--- src/bcg_pkg.sv ---
// ****************************************
// Bridge command gating package
// ****************************************
package bcg_pkg;

    // ****************************************
    // Configuration offsets and layout
    // ****************************************
    localparam logic [7:0]  CFG_CMD_OFS  = 8'h04;    // Command register
    localparam logic [7:0]  CFG_STS_OFS  = 8'h06;    // Status register
    localparam logic [15:0] STS_RESET    = 16'h0010; // Status reset value
    localparam logic [15:0] REG_ZERO     = 16'h0000;
    localparam int          BIT_IO_DEC   = 0;        // I/O decode enable
    localparam int          BIT_MEM_DEC  = 1;        // Memory decode enable
    localparam int          BIT_UP_MST   = 2;        // Upstream master enable
    localparam int          BIT_SPC_CYC  = 3;        // Special cycle, tied 0
    localparam int          BIT_WR_INV   = 4;        // Write invalidate, tied 0
    localparam int          BIT_CAP_LIST = 4;        // Capability list, tied 1

    // ****************************************
    // Illegal cycle redirection
    // ****************************************
    localparam logic [31:0] ILLEGAL_ADDR = 32'h0000_0000;
    localparam logic [3:0]  BE_NONE      = 4'h0;

    // Upstream request from the secondary link
    typedef struct packed {
        logic        wr;     // Write when set
        logic        io;     // I/O space when set
        logic        msi;    // Message-signalled interrupt
        logic        illegal;// Redirected illegal cycle
        logic [31:0] addr;
        logic [3:0]  be;
        logic [31:0] data;
        logic [7:0]  tag;
    } bcg_req_s;

    // Completion heading down to the secondary link
    typedef struct packed {
        logic        ur;     // Unsupported request status
        logic [31:0] data;
        logic [7:0]  tag;
    } bcg_cpl_s;

    // Address windows
    typedef struct packed {
        logic [31:0] mem_base;
        logic [31:0] mem_limit;
        logic [31:0] pf_base;
        logic [31:0] pf_limit;
        logic [31:0] io_base;
        logic [31:0] io_limit;
    } bcg_win_s;

    // Downstream completion source
    typedef enum logic [1:0] {
        CPL_IDLE = 2'b00,
        CPL_FWD  = 2'b01,
        CPL_UR   = 2'b10
    } bcg_src_e;

endpackage

--- src/bcg_window_decode.sv ---
`timescale 1ns/100ps
// ****************************************
// Window decoder for primary accesses
// ****************************************
module bcg_window_decode
    import bcg_pkg::*;
(
    input  wire logic        dec_io,      // Access is I/O space
    input  wire logic [31:0] dec_addr,    // Access address
    input  wire bcg_win_s    win,         // Window bounds
    input  wire logic        mem_en,      // Memory decode enable
    input  wire logic        io_en,       // I/O decode enable
    output logic             hit          // Access is claimed
);

    // Inclusive range test, shared by every window
    function automatic logic in_win(input logic [31:0] a,
                                    input logic [31:0] lo,
                                    input logic [31:0] hi);
        in_win = (a >= lo) && (a <= hi);
    endfunction

    wire logic mem_hit;
    wire logic io_hit;

    // Memory and prefetchable windows
    assign mem_hit = mem_en && !dec_io &&
        (in_win(dec_addr, win.mem_base, win.mem_limit) ||
         in_win(dec_addr, win.pf_base, win.pf_limit));
    // I/O window
    assign io_hit  = io_en && dec_io &&
        in_win(dec_addr, win.io_base, win.io_limit);
    assign hit     = mem_hit || io_hit;

endmodule // bcg_window_decode

--- src/bcg_bridge_gate.sv ---
`timescale 1ns/100ps
// Function
// - Write-invalidate enable bit always reads zero
// - Special-cycle enable bit always reads zero
// - Master disabled: no real primary requests
// - Master disabled: no MSIs generated or passed
// - Master disabled: upstream cycles become illegal
// - Illegal write goes to address zero, no bytes
// - Illegal read to zero, answered Unsupported Request
// - Master enabled: upstream requests may pass
// - Issued reads complete when data arrives
// - Completions downstream ignore master enable
// - Memory decode off: no memory claims
// - Memory decode on: both memory windows
// - I/O decode off: no I/O claims
// - I/O decode on: I/O window decoded
// - Status register at offset 6, resets 0010h
// - Status capability-list bit reads one
module bcg_bridge_gate
    import bcg_pkg::*;
#(
    parameter int CFG_AW = 8                 // Config offset width
)(
    input  wire logic              clk_sys,       // System clock
    input  wire logic              arst_n,        // Async reset, low
    // Configuration port
    input  wire logic              cfg_wr,        // Config write strobe
    input  wire logic              cfg_rd,        // Config read strobe
    input  wire logic [CFG_AW-1:0] cfg_addr,      // Config byte offset
    input  wire logic [15:0]       cfg_wdata,     // Config write data
    output logic [15:0]            cfg_rdata,     // Config read data
    output logic                   cfg_rvalid,    // Read data valid
    // Upstream requests from the secondary link
    input  wire logic              up_valid,      // Request valid
    input  wire bcg_req_s          up_req,        // Request
    output logic                   up_ready,      // Request taken
    // Requests onto the primary bus
    output logic                   pri_valid,     // Request valid
    output bcg_req_s               pri_req,       // Request
    input  wire logic              pri_ready,     // Primary accepts
    // Completions from the primary bus
    input  wire logic              pcpl_valid,    // Completion valid
    input  wire bcg_cpl_s          pcpl,          // Completion
    output logic                   pcpl_ready,    // Completion taken
    // Completions to the secondary link
    output logic                   dcpl_valid,    // Completion valid
    output bcg_cpl_s               dcpl,          // Completion
    input  wire logic              dcpl_ready,    // Secondary accepts
    // Primary-side decode
    input  wire logic              dec_valid,     // Access to decode
    input  wire logic              dec_io,        // Access is I/O
    input  wire logic [31:0]       dec_addr,      // Access address
    input  wire bcg_win_s          win,           // Window bounds
    output logic                   dec_claim      // Access claimed
);

    // ****************************************
    // Elaboration check
    // ****************************************
    if (CFG_AW < 3 || CFG_AW > 8) begin : g_bad_aw
        $error("CFG_AW must lie between 3 and 8");
    end

    // ****************************************
    // Command and status registers
    // ****************************************
    logic [2:0] en_q;                  // Master, memory, I/O enables
    logic [2:0] en_d;
    logic       cfg_rvalid_q;
    logic [15:0] cfg_rdata_q;
    logic [15:0] cfg_rdata_d;

    wire logic        hit_cmd;
    wire logic        hit_sts;
    wire logic [15:0] cmd_view;
    wire logic        mst_en;
    wire logic        mem_en;
    wire logic        io_en;

    // Offset decode
    assign hit_cmd = cfg_addr == CFG_AW'(CFG_CMD_OFS);
    assign hit_sts = cfg_addr == CFG_AW'(CFG_STS_OFS);

    // Only the three enables are writable
    assign en_d = (cfg_wr && hit_cmd) ?
                  {cfg_wdata[BIT_UP_MST], cfg_wdata[BIT_MEM_DEC],
                   cfg_wdata[BIT_IO_DEC]} : en_q;

    // Command view; bits 3 and 4 stay zero
    assign cmd_view = {13'h0000, en_q};
    assign mst_en   = en_q[BIT_UP_MST];
    assign mem_en   = en_q[BIT_MEM_DEC];
    assign io_en    = en_q[BIT_IO_DEC];

    // Read mux; status is fixed, unmapped reads zero
    assign cfg_rdata_d = hit_cmd ? cmd_view :
                         hit_sts ? STS_RESET : REG_ZERO;

    // Enable register
    always_ff @(posedge clk_sys or negedge arst_n) begin
        if (!arst_n) begin
            en_q <= 3'h0;
        end else begin
            en_q <= en_d;
        end
    end

    // Registered read data
    always_ff @(posedge clk_sys or negedge arst_n) begin
        if (!arst_n) begin
            cfg_rvalid_q <= 1'b0;
            cfg_rdata_q  <= REG_ZERO;
        end else begin
            cfg_rvalid_q <= cfg_rd;
            cfg_rdata_q  <= cfg_rd ? cfg_rdata_d : cfg_rdata_q;
        end
    end

    assign cfg_rvalid = cfg_rvalid_q;
    assign cfg_rdata  = cfg_rdata_q;

    // ****************************************
    // Upstream gating
    // ****************************************
    logic     pri_valid_q;
    bcg_req_s pri_req_q;
    logic     ur_pend_q;
    bcg_cpl_s ur_cpl_q;
    bcg_src_e src;                     // Completion source, chosen below

    wire logic     up_take;
    wire logic     up_illegal;
    wire logic     ur_block;
    wire bcg_req_s gated_req;
    wire logic     ur_set;
    wire logic     ur_clr;

    // Every upstream cycle is illegal while master is off
    assign up_illegal = !mst_en;
    // An illegal read waits while a UR completion is pending
    assign ur_block   = up_illegal && !up_req.wr && ur_pend_q;
    assign up_ready   = (!pri_valid_q || pri_ready) && !ur_block;
    assign up_take    = up_valid && up_ready;

    // Redirect illegal cycles to address zero, no byte enables
    assign gated_req = up_illegal ?
        bcg_req_s'{wr: up_req.wr, io: 1'b0, msi: 1'b0, illegal: 1'b1,
          addr: ILLEGAL_ADDR, be: BE_NONE,
          data: up_req.data, tag: up_req.tag} :
        up_req;

    // Primary request stage
    always_ff @(posedge clk_sys or negedge arst_n) begin
        if (!arst_n) begin
            pri_valid_q <= 1'b0;
            pri_req_q   <= '0;
        end else begin
            pri_valid_q <= up_take || (pri_valid_q && !pri_ready);
            pri_req_q   <= up_take ? gated_req : pri_req_q;
        end
    end

    assign pri_valid = pri_valid_q;
    assign pri_req   = pri_req_q;

    // Local UR completion for illegal reads
    assign ur_set = up_take && up_illegal && !up_req.wr;
    assign ur_clr = ur_pend_q && dcpl_ready && (src == CPL_UR);

    always_ff @(posedge clk_sys or negedge arst_n) begin
        if (!arst_n) begin
            ur_pend_q <= 1'b0;
            ur_cpl_q  <= '0;
        end else begin
            ur_pend_q <= ur_set || (ur_pend_q && !ur_clr);
            ur_cpl_q  <= ur_set ? bcg_cpl_s'{ur: 1'b1, data: 32'h0000_0000,
                                    tag: up_req.tag} : ur_cpl_q;
        end
    end

    // ****************************************
    // Downstream completions
    // ****************************************
    logic     dcpl_valid_q;
    bcg_cpl_s dcpl_q;

    wire logic out_free;

    assign out_free = !dcpl_valid_q || dcpl_ready;

    // Primary completions first, regardless of master enable
    always_comb begin
        src = CPL_IDLE;
        if (out_free && pcpl_valid) begin
            src = CPL_FWD;
        end else if (out_free && ur_pend_q) begin
            src = CPL_UR;
        end
    end

    assign pcpl_ready = src == CPL_FWD;

    // Completion output stage
    always_ff @(posedge clk_sys or negedge arst_n) begin
        if (!arst_n) begin
            dcpl_valid_q <= 1'b0;
            dcpl_q       <= '0;
        end else begin
            case (src)
                CPL_FWD: begin
                    dcpl_valid_q <= 1'b1;
                    dcpl_q       <= pcpl;
                end
                CPL_UR: begin
                    dcpl_valid_q <= 1'b1;
                    dcpl_q       <= ur_cpl_q;
                end
                default: begin
                    dcpl_valid_q <= dcpl_valid_q && !dcpl_ready;
                end
            endcase
        end
    end

    assign dcpl_valid = dcpl_valid_q;
    assign dcpl       = dcpl_q;

    // ****************************************
    // Primary-side claim
    // ****************************************
    logic      claim_q;
    wire logic win_hit;

    bcg_window_decode u_dec (
        .dec_io   (dec_io),
        .dec_addr (dec_addr),
        .win      (win),
        .mem_en   (mem_en),
        .io_en    (io_en),
        .hit      (win_hit)
    );

    // Claim one cycle after the access
    always_ff @(posedge clk_sys or negedge arst_n) begin
        if (!arst_n) begin
            claim_q <= 1'b0;
        end else begin
            claim_q <= dec_valid && win_hit;
        end
    end

    assign dec_claim = claim_q;

    // ****************************************
    // Assertions
    // ****************************************
    chk_wrinv_zero: assert property (
        @(posedge clk_sys) disable iff (!arst_n)
        cfg_rvalid && $past(hit_cmd) |-> !cfg_rdata[BIT_WR_INV])
        else $error("Write-invalidate bit read as one");

    chk_spcyc_zero: assert property (
        @(posedge clk_sys) disable iff (!arst_n)
        cfg_rvalid && $past(hit_cmd) |-> !cfg_rdata[BIT_SPC_CYC])
        else $error("Special-cycle bit read as one");

    chk_no_real_req: assert property (
        @(posedge clk_sys) disable iff (!arst_n)
        up_take && !mst_en |=> pri_req.illegal)
        else $error("Real request issued with master off");

    chk_msi_blocked: assert property (
        @(posedge clk_sys) disable iff (!arst_n)
        up_take && !mst_en && up_req.msi |=> !pri_req.msi)
        else $error("MSI passed with master off");

    chk_illegal_class: assert property (
        @(posedge clk_sys) disable iff (!arst_n)
        pri_valid && pri_req.illegal |-> pri_req.addr == ILLEGAL_ADDR)
        else $error("Illegal cycle not redirected");

    chk_wr_redirect: assert property (
        @(posedge clk_sys) disable iff (!arst_n)
        up_take && !mst_en && up_req.wr
        |=> pri_valid && pri_req.be == BE_NONE && pri_req.addr == ILLEGAL_ADDR)
        else $error("Illegal write kept byte enables");

    chk_rd_ur: assert property (
        @(posedge clk_sys) disable iff (!arst_n)
        ur_set |=> ##[0:40] (dcpl_valid && dcpl.ur))
        else $error("Illegal read got no UR completion");

    chk_pass_req: assert property (
        @(posedge clk_sys) disable iff (!arst_n)
        up_take && mst_en |=> pri_valid && pri_req.addr == $past(up_req.addr)
        && !pri_req.illegal)
        else $error("Enabled request not forwarded");

    chk_cpl_fwd: assert property (
        @(posedge clk_sys) disable iff (!arst_n)
        pcpl_valid && out_free |=> dcpl_valid && dcpl == $past(pcpl))
        else $error("Primary completion not forwarded");

    chk_mem_off: assert property (
        @(posedge clk_sys) disable iff (!arst_n)
        !mem_en && !dec_io |=> !dec_claim)
        else $error("Memory claimed with decode off");

    chk_io_off: assert property (
        @(posedge clk_sys) disable iff (!arst_n)
        !io_en && dec_io |=> !dec_claim)
        else $error("I/O claimed with decode off");

    chk_sts_value: assert property (
        @(posedge clk_sys) disable iff (!arst_n)
        cfg_rvalid && $past(hit_sts) |-> cfg_rdata == STS_RESET)
        else $error("Status read wrong value");

    chk_cap_bit: assert property (
        @(posedge clk_sys) disable iff (!arst_n)
        cfg_rvalid && $past(hit_sts) |-> cfg_rdata[BIT_CAP_LIST])
        else $error("Capability bit read as zero");

    chk_cmd_write: assert property (
        @(posedge clk_sys) disable iff (!arst_n)
        cfg_wr && hit_cmd |=> en_q == $past({cfg_wdata[BIT_UP_MST],
        cfg_wdata[BIT_MEM_DEC], cfg_wdata[BIT_IO_DEC]}))
        else $error("Command enables not written");

    chk_cpl_taken: assert property (
        @(posedge clk_sys) disable iff (!arst_n)
        pcpl_valid && !dcpl_valid |-> pcpl_ready)
        else $error("Primary completion refused with output free");

    chk_mem_claim: assert property (
        @(posedge clk_sys) disable iff (!arst_n)
        dec_valid && mem_en && !dec_io &&
        ((dec_addr >= win.mem_base && dec_addr <= win.mem_limit) ||
         (dec_addr >= win.pf_base && dec_addr <= win.pf_limit)) |=> dec_claim)
        else $error("Memory window access not claimed");

    chk_io_claim: assert property (
        @(posedge clk_sys) disable iff (!arst_n)
        dec_valid && io_en && dec_io &&
        dec_addr >= win.io_base && dec_addr <= win.io_limit |=> dec_claim)
        else $error("I/O window access not claimed");

endmodule // bcg_bridge_gate

--- config.mk ---
export PLATFORM = sky130hd
export DESIGN_NAME = bcg_bridge_gate
export DESIGN_NICKNAME = d
export VERILOG_FILES = /design/src/bcg_pkg.sv /design/src/bcg_window_decode.sv /design/src/bcg_bridge_gate.sv
export SDC_FILE = /design/constraint.sdc
export NUM_CORES = 1
export LEC_CHECK = 0
export BUFFER_PORTS_ARGS = -buffer_cell sky130_fd_sc_hd__buf_2
export CAP_MARGIN = 20
export CORE_AREA = 2 2 202 204
export DETAILED_ROUTE_END_ITERATION = 10
export DIE_AREA = 0 0 204 206
export PLACE_DENSITY = 0.61
export SLEW_MARGIN = 20
export SYNTH_ARGS = -nofsm -noshare
export SYNTH_HDL_FRONTEND = slang
export SYNTH_HIERARCHICAL = 1
export SYNTH_SLANG_ARGS = --single-unit
--- constraint.sdc ---
create_clock -name clk_sys -period 1.8 [get_ports clk_sys]
set_clock_uncertainty 0.2 [all_clocks]
set_input_delay 0.36 -clock clk_sys [delete_from_list [all_inputs] [get_ports clk_sys]]
set_output_delay 0.36 -clock clk_sys [all_outputs]
set_load 0.01 [all_outputs]
### Word level (Yosys, flattened, before mapping)

Index checks and enable logic that the tools add are counted.

| cells by class | value |
|---|---|
| multiplexer cells | 7 |
| order comparisons | 6 |
| equal/unequal tests | 4 |
| reduce and logical (&&, ||, !) cells | 39 |

Operators with widths:

| operator | count |
|---|---|
| $ge A32 B32 Y1 | 3 |
| $le A32 B32 Y1 | 3 |
| $pmux W41 S2 | 1 |
| $mux W79 | 1 |
| $logic_and A1 B1 Y1 | 22 |
| $eq A8 B3 Y1 const B | 2 |
| $mux W5 | 2 |
| $logic_not A1 Y1 | 9 |
| $logic_or A1 B1 Y1 | 6 |
| $mux W2 | 2 |
| $eq A2 B1 Y1 const B | 1 |
| $eq A2 B2 Y1 const B | 1 |
| $reduce_bool A2 Y1 | 1 |
| $reduce_or A2 Y1 | 1 |
| $mux W1 | 1 |

| word-level totals | value |
|---|---|
| input port bits | 379 |
| flip-flop bits (word level) | 154 |
| output and inout port bits | 143 |
| word-level logic and storage cells | 76 |

### Logic depth before layout (Yosys ltp)

Gate-level depths: netlist (run 1).

| logic depth | value |
|---|---|
| word-level depth | 10 |
| mapped depth | 10 |
| depth with buffers taken out | 10 |

### Hierarchy

The synthesis (run 1) kept the hierarchy.

Modules (own cells, without submodules):

| module | times used | seq. area each (sq um) | cells each | area an instance (sq um) |
|---|---|---|---|---|
| bcg_bridge_gate | 1 | 3,553.4 | 470 | 5,745.5 |
| bcg_window_decode | 1 | 0.0 | 672 | 4,795.8 |

### Worst setup path after synthesis (run 1)

No wires, ideal clock.

| path | value |
|---|---|
| kind | in2reg |
| start | in dec_addr[0] |
| end | reg claim_q, in the netlist dec_claim |
| stages | 10 |
| path buffers | 0 |
| setup slack | -640 ps |
| required time | 1,481 ps |
| arrival | 2,121 ps |
| library setup time | 119 ps |
| cells stage by stage | inv_1 ha_1 nand2b_4 a2111oi_4 o211ai_2 a221oi_2 o21ai_1 a211oi_2 o221ai_1 and2_1 |

| between the ends | value |
|---|---|
| cells in the longest elaborated chain, start to end | 6 |
| elaborated cells between the ends (all ways) | 14 |
| those cells by class | order compare (6); reduce/logical (8) |

RTL lines:

| what | line | text |
|---|---|---|
| start, declared | bcg_bridge_gate.sv:52 | `input wire logic [31:0] dec_addr,` |
| $ge A32 B32 Y1 / $le A32 B32 Y1 (equally long branches) | bcg_window_decode.sv:20 | `in_win = (a >= lo) && (a <= hi);` |
| $logic_and A1 B1 Y1 | bcg_window_decode.sv:20 |  |
| $logic_or A1 B1 Y1 | bcg_window_decode.sv:28 | `(in_win(dec_addr, win.mem_base, win.mem_limit) \|\|` |
| $logic_and A1 B1 Y1 | bcg_window_decode.sv:27 | `assign mem_hit = mem_en && !dec_io &&` |
| $logic_or A1 B1 Y1 * | bcg_window_decode.sv:33 | `assign hit = mem_hit \|\| io_hit;` |
| net win_hit | bcg_bridge_gate.sv:232 | `wire logic win_hit;` |
| $logic_and A1 B1 Y1 * | bcg_bridge_gate.sv:248 | `claim_q <= dec_valid && win_hit;` |
| end signal, assigned | bcg_bridge_gate.sv:248 |  |
| end, declared | bcg_bridge_gate.sv:231 | `logic claim_q;` |

Mark *: on every way through the listed nets, which the timed path passes. The rest lies on a longest branch.
A chain may end at the register's enable or synchronous reset.

### Worst setup path in the final report (run 1)

| path | value |
|---|---|
| start | in win[38] in the netlist's numbering |
| end | reg claim_q, in the netlist dec_claim |

| between the ends | value |
|---|---|
| cells in the longest elaborated chain, start to end | 5 |

RTL lines:

| what | line | text |
|---|---|---|
| start, declared | bcg_bridge_gate.sv:53 | `input wire bcg_win_s win,` |
| $ge A32 B32 Y1 | bcg_window_decode.sv:20 |  |
| $logic_and A1 B1 Y1 | bcg_window_decode.sv:20 |  |
| $logic_and A1 B1 Y1 | bcg_window_decode.sv:31 | `assign io_hit = io_en && dec_io &&` |
| $logic_or A1 B1 Y1 | bcg_window_decode.sv:33 |  |
| net win_hit | bcg_bridge_gate.sv:232 |  |
| $logic_and A1 B1 Y1 | bcg_bridge_gate.sv:248 |  |

The timed path passes the listed nets, and every way through them passes these cells.

==> flow_metrics.tcl, run 1 <==
set metrics [dict create \
    setup_tns_ns -0.718 \
    drt.antenna.violating_nets 0 \
    cp.depth 11 \
    antenna_cells 0 \
    synthDistinctLibCells 58 \
    p_per_area_mw_per_mm2 706 \
    tightest_slew_ns 0.523 \
    clkPwrFrac_pct 30.6 \
    clkSlewWorstSetupHoldPaths_ns 0.07 \
    synth_top_area_share_pct 33.7 \
    cp_max_fo 2 \
    start_util_pct 26.2 \
    combPwrFrac_pct 34.9 \
    cp-startpoint "win[38]" \
    status "complete, but fails checks" \
    core_area_sq_mm 0.0402 \
    drt_wl_total_um 42600 \
    synth_area_per_cell_sq_um 9.23 \
    hold_violations 0 \
    critPathTopFamily "compound AO/OA/AOI/OAI gates" \
    endpoint_kind "register" \
    synth.area.top_cells "dfrtp_1 34%, ha_1 23%, inv_1 8.4%, mux2_2 5.3%, nand4_1 4.0%" \
    synth_edf_count 0 \
    cts_buffers 17 \
    worst_hold_slack_ns 0.0157 \
    violations "setup timing" \
    place_hpwl_um 33900 \
    antenna_found_initial 1 \
    die_w_um 204 \
    drv_cap 0 \
    firstDrtPassIters 5 \
    cp_data_arrival_time_ns 2.33 \
    pin_count 522 \
    drc 0 \
    ir_worst_vdd_v 0.000656 \
    grt-busiest-layer "met2" \
    finalWeightedCongestion 0.911 \
    p_sw_share_pct 33.2 \
    criticalPathCategory "in -> reg" \
    hp-class "in -> reg" \
    htreeDepth 4 \
    netlist_area_sq_mm 0.0105 \
    vias 11300 \
    finalCriticalPeriod_ns 2.20 \
    regToRegEndpoint "pri_req[23]$_DFFE_PN0P_" \
    worstPathBufferInverterCount 2 \
    synthFlopType "dfrtp_1" \
    maxSlewHeadroom_pct 64.7 \
    rsz0062_at_grt "true" \
    sequentialPowerShare_pct 34.5 \
    critPathSlowestCell "a221oi_4" \
    globalRouteMet1Util_pct 21.5 \
    total_power_mw 11.8 \
    cp-start-kind "primary input" \
    critPathRequiredTime_ns 1.92 \
    nets 2438 \
    p_int_mw 7.86 \
    async_flop_share_pct 100 \
    drtIter0Drc 486 \
    regToRegSetupSlack_ns -0.04 \
    grt_pass1_wl_um 62800 \
    cpMostUsedCell "a211oi_2" \
    grt.total_usage_pct 19.4 \
    reg2reg_depth 5 \
    synth_seq_cells 142 \
    grt_pass1_vias 11800 \
    most-common-layout-cells "490 x buf_2, 234 x inv_1, 189 x ha_1, 140 x dfrtp_1, 116 x buf_4" \
    rows 74 \
    cts_buffer_depth 2 \
    syn_inst 1142 \
    reg2reg_from "ur_pend_q$_DFF_PN0_" \
    max_freq_mhz 454 \
    fin_util_pct 41.5 \
    clk_latency_ns 0.43 \
    yosysWarningCount 6 \
    cpPeakStageDelay_ns 0.37 \
    setup_viol 20 \
    grt_max_degree 49 \
    placed_cell_area_sq_mm 0.0145 \
    drive_gt1_share_pct 40.4 \
    port_buffers 496 \
    finalCritPeriodShare_pct 122 \
    die_h_um 206 \
    slew_viol_final 0 \
    avgViaCountPerCell 4.69 \
    cts_tree "done" \
    met2_usage_pct 34.9 \
    syn_to_final_growth_pct 58.1 \
    path_cells "buf_2 -> inv_1 -> ha_4 -> a21o_1 -> a211oi_2 -> o211ai_2 -> a221oi_4 -> o21ai_2 -> a211oi_2 -> o221ai_1 -> and2_1" \
    p_leak_nw 9.16 \
    fin_ws_ns -0.402 \
    overflow 0 \
    yosysSeqAreaShare_pct 33.7 \
    clkSinkCount 142 \
    p_switching_mw 3.90 \
    synth_area_leader_cell "dfrtp_1" \
    worstSetupEndpoint "dec_claim$_DFF_PN0_" \
    die-area_sq_mm 0.0420 \
    cts-root-buf "clkbuf_16" \
    final_area_sq_mm 0.0167 \
    avgRoutedWirePerCell_um 17.7 \
    layout.cells.most_common "buf_2" \
    grt_use_met3_pct 4.42 \
]
==> synthesized netlist by cell type (6+ instances only) <==
library cell / count
dfrtp_1: 142
nor2b_1: 11
nand2_1: 50
o211ai_1: 9
inv_1: 237
clkbuf_1: 29
nand4_1: 68
mux2_2: 50
nor2_1: 20
ha_1: 192
a211oi_1: 11
a21oi_1: 68
and3b_1: 8
a21o_1: 23
a22o_1: 32
nand2b_1: 6
nor3_1: 7
a31oi_1: 18
o21ai_0: 79
nand3_1: 6
buf_4: 12
==> timing repair <==
item	in CTS	in global routing
setup buffers	10	4
resized for setup	23	48
pin swaps	10	8
cloned	0	4
hold endpoints to repair	261	0
endpoints found under the setup margin	3	78
hold buffers	113	0
==> through the flow <==
stage | setup slack, ns | std cells
3_3_place_gp | -0.970 | 2252
2_1_floorplan | -0.517 | 1153
3_5_place_dp | -0.981 | 2252
4_1_cts | -0.402 | 2406
5_1_grt | -0.525 | 2412
6_report | -0.402 | 2412
==> sequential cells by signal, indices dropped and copies added (netlist names), 3 cells and up <==
name       count
cfg_rdata      4
dcpl          41
ur_cpl_q       9
pri_req       80
en_q           3
==> worst register-to-register path: cells and delay by family (launching register included) <==
kind / cells / cell delay [ns]
compound gates: 1 / 0.43
buf+inv: 3 / 0.37
mux: 1 / 0.29
flops: 1 / 0.43
==> worst min-delay path by stage <==
| stage | from | end | slack (ns) | cells after the start |
|---|---|---|---|---|
| after detailed placement | arst_n | pri_req[51]$_DFFE_PN0P_ | 0.05 | 1 |
| after global routing | up_req[75] | pri_req[75]$_DFFE_PN0P_ | 0.007 | 3 |
| final | up_req[75] | pri_req[75]$_DFFE_PN0P_ | 0.02 | 3 |
| after global placement | arst_n | pri_req[29]$_DFFE_PN0P_ | 0.05 | 1 |
| after CTS | up_req[75] | pri_req[75]$_DFFE_PN0P_ | 0.0002 | 3 |
| after floorplan | arst_n | cfg_rdata[0]$_DFFE_PN0P_ | -0.14 | 0 |
==> cells by family (layout without fill, tap and decap cells) <==
| kind of cell | after synthesis | after routing | synth area share [%] |
|---|---|---|---|
| compound gates | 273 | 273 | 16.7 |
| fa+ha+maj | 192 | 192 | 22.8 |
| buf+inv | 285 | 1012 | 10.6 |
| flops | 142 | 142 | 33.7 |
| mux | 53 | 53 | 5.77 |
| other cells | 1 | 12 | 0.0356 |
| simple gates | 196 | 196 | 10.4 |
==> area by class of cell <==
cell class | count | area [sq um]
clock buffer | 20 | 467
inverter | 237 | 898
clock inverter | 12 | 126
tap | 532 | 666
timing repair buffer | 743 | 4860
sequential | 142 | 3560
multi-input combinational | 726 | 6090
fill | 3941 | 23500
==> power groups by stage <==
stage | Combinational, mW | Sequential (mW) | Clock (mW)
after global placement | 3.59 | 4.07 | 0
after global routing | 4.50 | 4.13 | 3.84
final | 4.11 | 4.06 | 3.60
after detailed placement | 3.68 | 4.08 | 0
after CTS | 3.96 | 4.04 | 3.72
after floorplan | 1.59 | 4.26 | 0
==> per-layer routing <==
layer	routed length [um]	vias to the layer above	share of wire, %
met2	21100	477	49
met1	16800	5288	39
met3	2880	85	6.7
li1	-	5450	-
met5	13	-	0.030
met4	1900	2	4.4
Power figures use the tool's default switching activity.
==> run 2: changes to the inputs <==
--- a/config.mk
+++ b/config.mk
@@ -13,2 +13,3 @@
 export PLACE_DENSITY = 0.61
+export SKIP_CTS_REPAIR_TIMING = 1
 export SLEW_MARGIN = 20
--- a/constraint.sdc
+++ b/constraint.sdc
@@ -4,2 +4,2 @@
 set_output_delay 0.36 -clock clk_sys [all_outputs]
-set_load 0.01 [all_outputs]
+set_load 0.1 [all_outputs]
==> flow_metrics.tcl, run 2 (same netlist as run 1, synthesis figures left out) <==
set metrics [dict create \
    drc 0 \
    endpoint_kind "register" \
    drtIter0Drc 518 \
    start_util_pct 26.2 \
    cpMostUsedCell "buf_4" \
    placed_cell_area_sq_mm 0.0149 \
    rows 74 \
    avgRoutedWirePerCell_um 18.1 \
    die-area_sq_mm 0.0420 \
    port_buffers 496 \
    die_w_um 204 \
    setup_tns_ns -1.81 \
    critPathSlowestCell "nor4_4" \
    path_cells "buf_2 -> ha_1 -> and4_1 -> buf_4 -> nand2_1 -> nor4_4 -> buf_4 -> a211oi_1 -> a31oi_1 -> o221ai_2 -> and2_1" \
    seqCellArea_sq_mm 0.00356 \
    grt.total_usage_pct 18.6 \
    largest_reg_flops 80 \
    core_area_sq_mm 0.0402 \
    ir_worst_vdd_v 0.00110 \
    cts_buffer_depth 2 \
    clk_latency_ns 0.44 \
    hold_violations 5 \
    p_sw_share_pct 47.9 \
    fin_ws_ns -0.418 \
    worst_hold_slack_ns -0.0294 \
    finalWeightedCongestion 0.936 \
    vias 11400 \
    overflow 0 \
    criticalPathCategory "in -> reg" \
    layout.cells.most_common "buf_2" \
    drive_gt1_share_pct 40.6 \
    worstPathBufferInverterCount 3 \
    htreeDepth 4 \
    most-common-layout-cells "364 x buf_2, 234 x inv_1, 190 x ha_1, 140 x dfrtp_1, 130 x buf_4" \
    cts-root-buf "clkbuf_16" \
    cts_buffers 17 \
    combPwrFrac_pct 50.3 \
    fillCellCount 3841 \
    nets 2438 \
    multi_input_area_sq_mm 0.00624 \
    p_leak_nw 9.33 \
    pin_count 522 \
    clkSinkCount 142 \
    clkPwrFrac_pct 23.6 \
    critPathRequiredTime_ns 1.93 \
    met2_usage_pct 31.4 \
    fin_util_pct 42.8 \
    setup_viol 30 \
    clkSlewWorstSetupHoldPaths_ns 0.07 \
    firstDrtPassIters 5 \
    grt-busiest-layer "met2" \
    p_int_mw 8.17 \
    globalRouteMet1Util_pct 22.8 \
    p_switching_mw 7.50 \
    total_power_mw 15.7 \
    antenna_found_initial 6 \
    drv_cap 0 \
    violations "hold timing, setup timing" \
    drt_wl_total_um 43700 \
    finalCritPeriodShare_pct 123 \
    status "complete, but fails checks" \
    grt_pass1_wl_um 59900 \
    drt.antenna.violating_nets 0 \
    max_freq_mhz 451 \
    grt_max_degree 46 \
    place_hpwl_um 33900 \
    critPathTopFamily "simple AND/OR/NAND/NOR gates" \
    cpPeakStageDelay_ns 0.33 \
    grt_use_met3_pct 4.48 \
    cp_data_arrival_time_ns 2.35 \
    cp_max_fo 3 \
    finalCriticalPeriod_ns 2.22 \
    avgViaCountPerCell 4.69 \
    p_per_area_mw_per_mm2 911 \
    die_h_um 206 \
    grt_pass1_vias 11000 \
    rsz0062_at_grt "true" \
    hp-class "in -> reg" \
    final_area_sq_mm 0.0172 \
    sequentialPowerShare_pct 26.1 \
    syn_to_final_growth_pct 63.1 \
    cts_tree "done" \
    cp-start-kind "primary input" \
    slew_viol_final 0 \
]
## run 2: power by group through the flow
stage / clock network (mW) / registers [mW] / logic [mW]
after detailed placement: 0 / 4.07 / 7.27
after floorplan: 0 / 7.42 / 1.96
final: 3.70 / 4.09 / 7.88
after global routing: 3.90 / 4.15 / 8.26
after global placement: 0 / 4.08 / 7.18
after CTS: 3.77 / 4.04 / 7.27
## run 2: layout make-up
cell class | instances | share of cell area (%)
Sequential cell | 142 | 20.7
Tap cell | 532 | 3.87
Clock inverter | 15 | 1.10
Antenna cell | 8 | 0.116
Clock buffer | 17 | 2.48
Multi-Input combinational cell | 726 | 36.3
Timing Repair Buffer | 743 | 30.2
Inverter | 237 | 5.23
## run 2: per-layer routing
metal  up-vias  wire (um)
li1       5454          -
met1      5309      18100
met2       504      21200
met3        93       2810
met4         0       1640
met5         -          0
## run 2: worst paths after layout
kind                                           from                       end  slack (ns)  depth (start not counted)
max in group asynchronous                    arst_n   pri_req[66]$_DFFE_PN0P_        0.66                          3
max reg2reg                     pri_valid$_DFF_PN0_    pri_req[5]$_DFFE_PN0P_       -0.06                          5
min                                      up_req[55]   pri_req[55]$_DFFE_PN0P_       -0.03                          3
min in group asynchronous                    arst_n      dcpl[26]$_DFFE_PN0P_        0.21                          2
min reg2reg                ur_cpl_q[40]$_DFFE_PN0P_  ur_cpl_q[40]$_DFFE_PN0P_        0.25                          2
max                                    dec_addr[31]       dec_claim$_DFF_PN0_       -0.42                         11
## run 2: tightest hold or removal path, delay by kind of cell
| kind | cells | cell delay (ns) |
|---|---|---|
| buffers and inverters | 1 | 0.08 |
| and+or+nand+nor | 1 | 0.07 |
| AOI/OAI and AO/OA | 1 | 0.07 |
## run 2: stage by stage
| stage | instances | setup WS, ns |
|---|---|---|
| floorplan | 1153 | -0.517 |
| global placement | 2260 | -1.03 |
| detailed placement | 2260 | -1.09 |
| CTS | 2292 | -0.634 |
| global route | 2418 | -0.475 |
| finish | 2420 | -0.418 |
==> run 3: changes to the inputs <==
CELL_PAD_IN_SITES_DETAIL_PLACEMENT = 0   (was default)
CELL_PAD_IN_SITES_GLOBAL_PLACEMENT = 1   (was default)
CORE_AREA = 2 2 205 207   (was 2 2 202 204)
DIE_AREA = 0 0 207 209   (was 0 0 204 206)
PLACE_DENSITY = 0.76   (was 0.61)
==> flow_metrics.tcl, run 3 (same netlist as run 1, synthesis figures left out) <==
set metrics [dict create \
    status "complete, but fails checks" \
    violations "hold timing, setup timing" \
    finalCritPeriodShare_pct 121 \
    cp-start-kind "primary input" \
    drv_cap 0 \
    setup_viol 3 \
    drtIter0Drc 458 \
    rows 75 \
    grt_max_degree 42 \
    die-area_sq_mm 0.0433 \
    p_leak_nw 9.22 \
    p_per_area_mw_per_mm2 915 \
    grt_pass1_wl_um 61700 \
    clkPwrFrac_pct 23.2 \
    grt.total_usage_pct 18.1 \
    drc 0 \
    p_switching_mw 7.48 \
    overflow 0 \
    rsz0062_at_grt "true" \
    clkSinkCount 142 \
    fin_ws_ns -0.380 \
    tightest_slew_ns 0.492 \
    drive_gt1_share_pct 40.3 \
    combPwrFrac_pct 50.3 \
    maxSlewHeadroom_pct 66.8 \
    cp_max_fo 4 \
    avgRoutedWirePerCell_um 17.5 \
    firstDrtPassIters 5 \
    hp-class "in -> reg" \
    cp_data_arrival_time_ns 2.33 \
    cts_buffer_depth 2 \
    antenna_found_initial 6 \
    nets 2419 \
    syn_to_final_growth_pct 60.0 \
    layout.cells.most_common "buf_2" \
    pin_count 522 \
    avgViaCountPerCell 4.62 \
    cts_tree "done" \
    die_h_um 209 \
    p_sw_share_pct 48.4 \
    drt.antenna.violating_nets 0 \
    slew_viol_final 0 \
    finalWeightedCongestion 0.938 \
    critPathRequiredTime_ns 1.95 \
    worst_hold_slack_ns -0.0210 \
    clkSlewWorstSetupHoldPaths_ns 0.09 \
    max_freq_mhz 459 \
    ir_worst_vdd_v 0.000941 \
    core_area_sq_mm 0.0413 \
    htreeDepth 4 \
    hold_violations 11 \
    start_util_pct 25.5 \
    clk_latency_ns 0.43 \
    endpoint_kind "register" \
    port_buffers 496 \
    sequentialPowerShare_pct 26.5 \
    most-common-layout-cells "365 x buf_2, 235 x inv_1, 191 x ha_1, 139 x dfrtp_1, 127 x buf_4" \
    die_w_um 207 \
    criticalPathCategory "in -> reg" \
    vias 11100 \
    place_hpwl_um 33600 \
    largest_reg_flops 80 \
    finalCriticalPeriod_ns 2.18 \
    setup_tns_ns -0.765 \
    p_int_mw 7.96 \
    grt_pass1_vias 11100 \
    cts_buffers 17 \
    drt_wl_total_um 42000 \
    cts-root-buf "clkbuf_16" \
]
-- run 3: power groups by stage --
| stage | combinational (mW) | clock [mW] | sequential (mW) |
|---|---|---|---|
| 5_1_grt | 8.15 | 3.80 | 4.15 |
| 4_1_cts | 7.30 | 3.66 | 4.05 |
| 3_3_place_gp | 7.21 | 0 | 4.09 |
| 2_1_floorplan | 1.96 | 0 | 7.42 |
| 3_5_place_dp | 7.29 | 0 | 4.08 |
| 6_report | 7.76 | 3.58 | 4.10 |
-- run 3: worst paths after layout --
path	start	endpoint	slack, ns	cells past startpoint
max in group asynchronous	arst_n	pri_req[55]$_DFFE_PN0P_	0.61	3
max	dec_addr[0]	dec_claim$_DFF_PN0_	-0.38	11
min reg2reg	ur_cpl_q[40]$_DFFE_PN0P_	ur_cpl_q[40]$_DFFE_PN0P_	0.26	2
min	up_req[46]	pri_req[46]$_DFFE_PN0P_	-0.02	3
min in group asynchronous	arst_n	pri_req[23]$_DFFE_PN0P_	0.24	2
max reg2reg	en_q[0]$_DFFE_PN0P_	dec_claim$_DFF_PN0_	0.02	7
-- run 3: routing by layer --
| layer | vias up | track usage [%] | share of wire [%] |
|---|---|---|---|
| li1 | 5403 | - | - |
| met1 | 5245 | 22.8 | 43 |
| met2 | 402 | 30.5 | 48 |
| met3 | 60 | 4.49 | 6.3 |
| met4 | 2 | 5.25 | 2.5 |
| met5 | - | 0 | 0.038 |
-- run 3: worst max-delay path: stages --
cell,delay (ns)
buf_6,0.07
clkinvlp_4,0.13
ha_4,0.24
nand2b_4,0.14
a2111oi_4,0.30
o211ai_2,0.14
a221oi_4,0.35
o21ai_2,0.12
a211oi_2,0.20
o221ai_1,0.11
and2_1,0.14
-- run 3: layout make-up --
cell class	count	area, sq um
clock inverter	15	174
timing repair buffer	724	4950
antenna	6	15.0
inverter	237	896
tap	539	674
multi-input combinational	726	6170
sequential	142	3560
fill	4056	24400
clock buffer	17	425
-- run 3: per-stage QoR --
| stage | worst slack (ns) | cell area (sq um) | instances | power, mW | utilization [%] |
|---|---|---|---|---|---|
| detailed placement | -1.01 | 14900 | 2271 | 11.4 | 36.1 |
| global route | -0.494 | 16900 | 2405 | 16.1 | 40.8 |
| global placement | -0.934 | 14900 | 2271 | 11.3 | 36.1 |
| CTS | -0.550 | 15500 | 2303 | 15.0 | 37.5 |
| floorplan | -0.517 | 10900 | 1153 | 9.38 | - |
| finish | -0.380 | 16900 | 2406 | 15.4 | 40.9 |
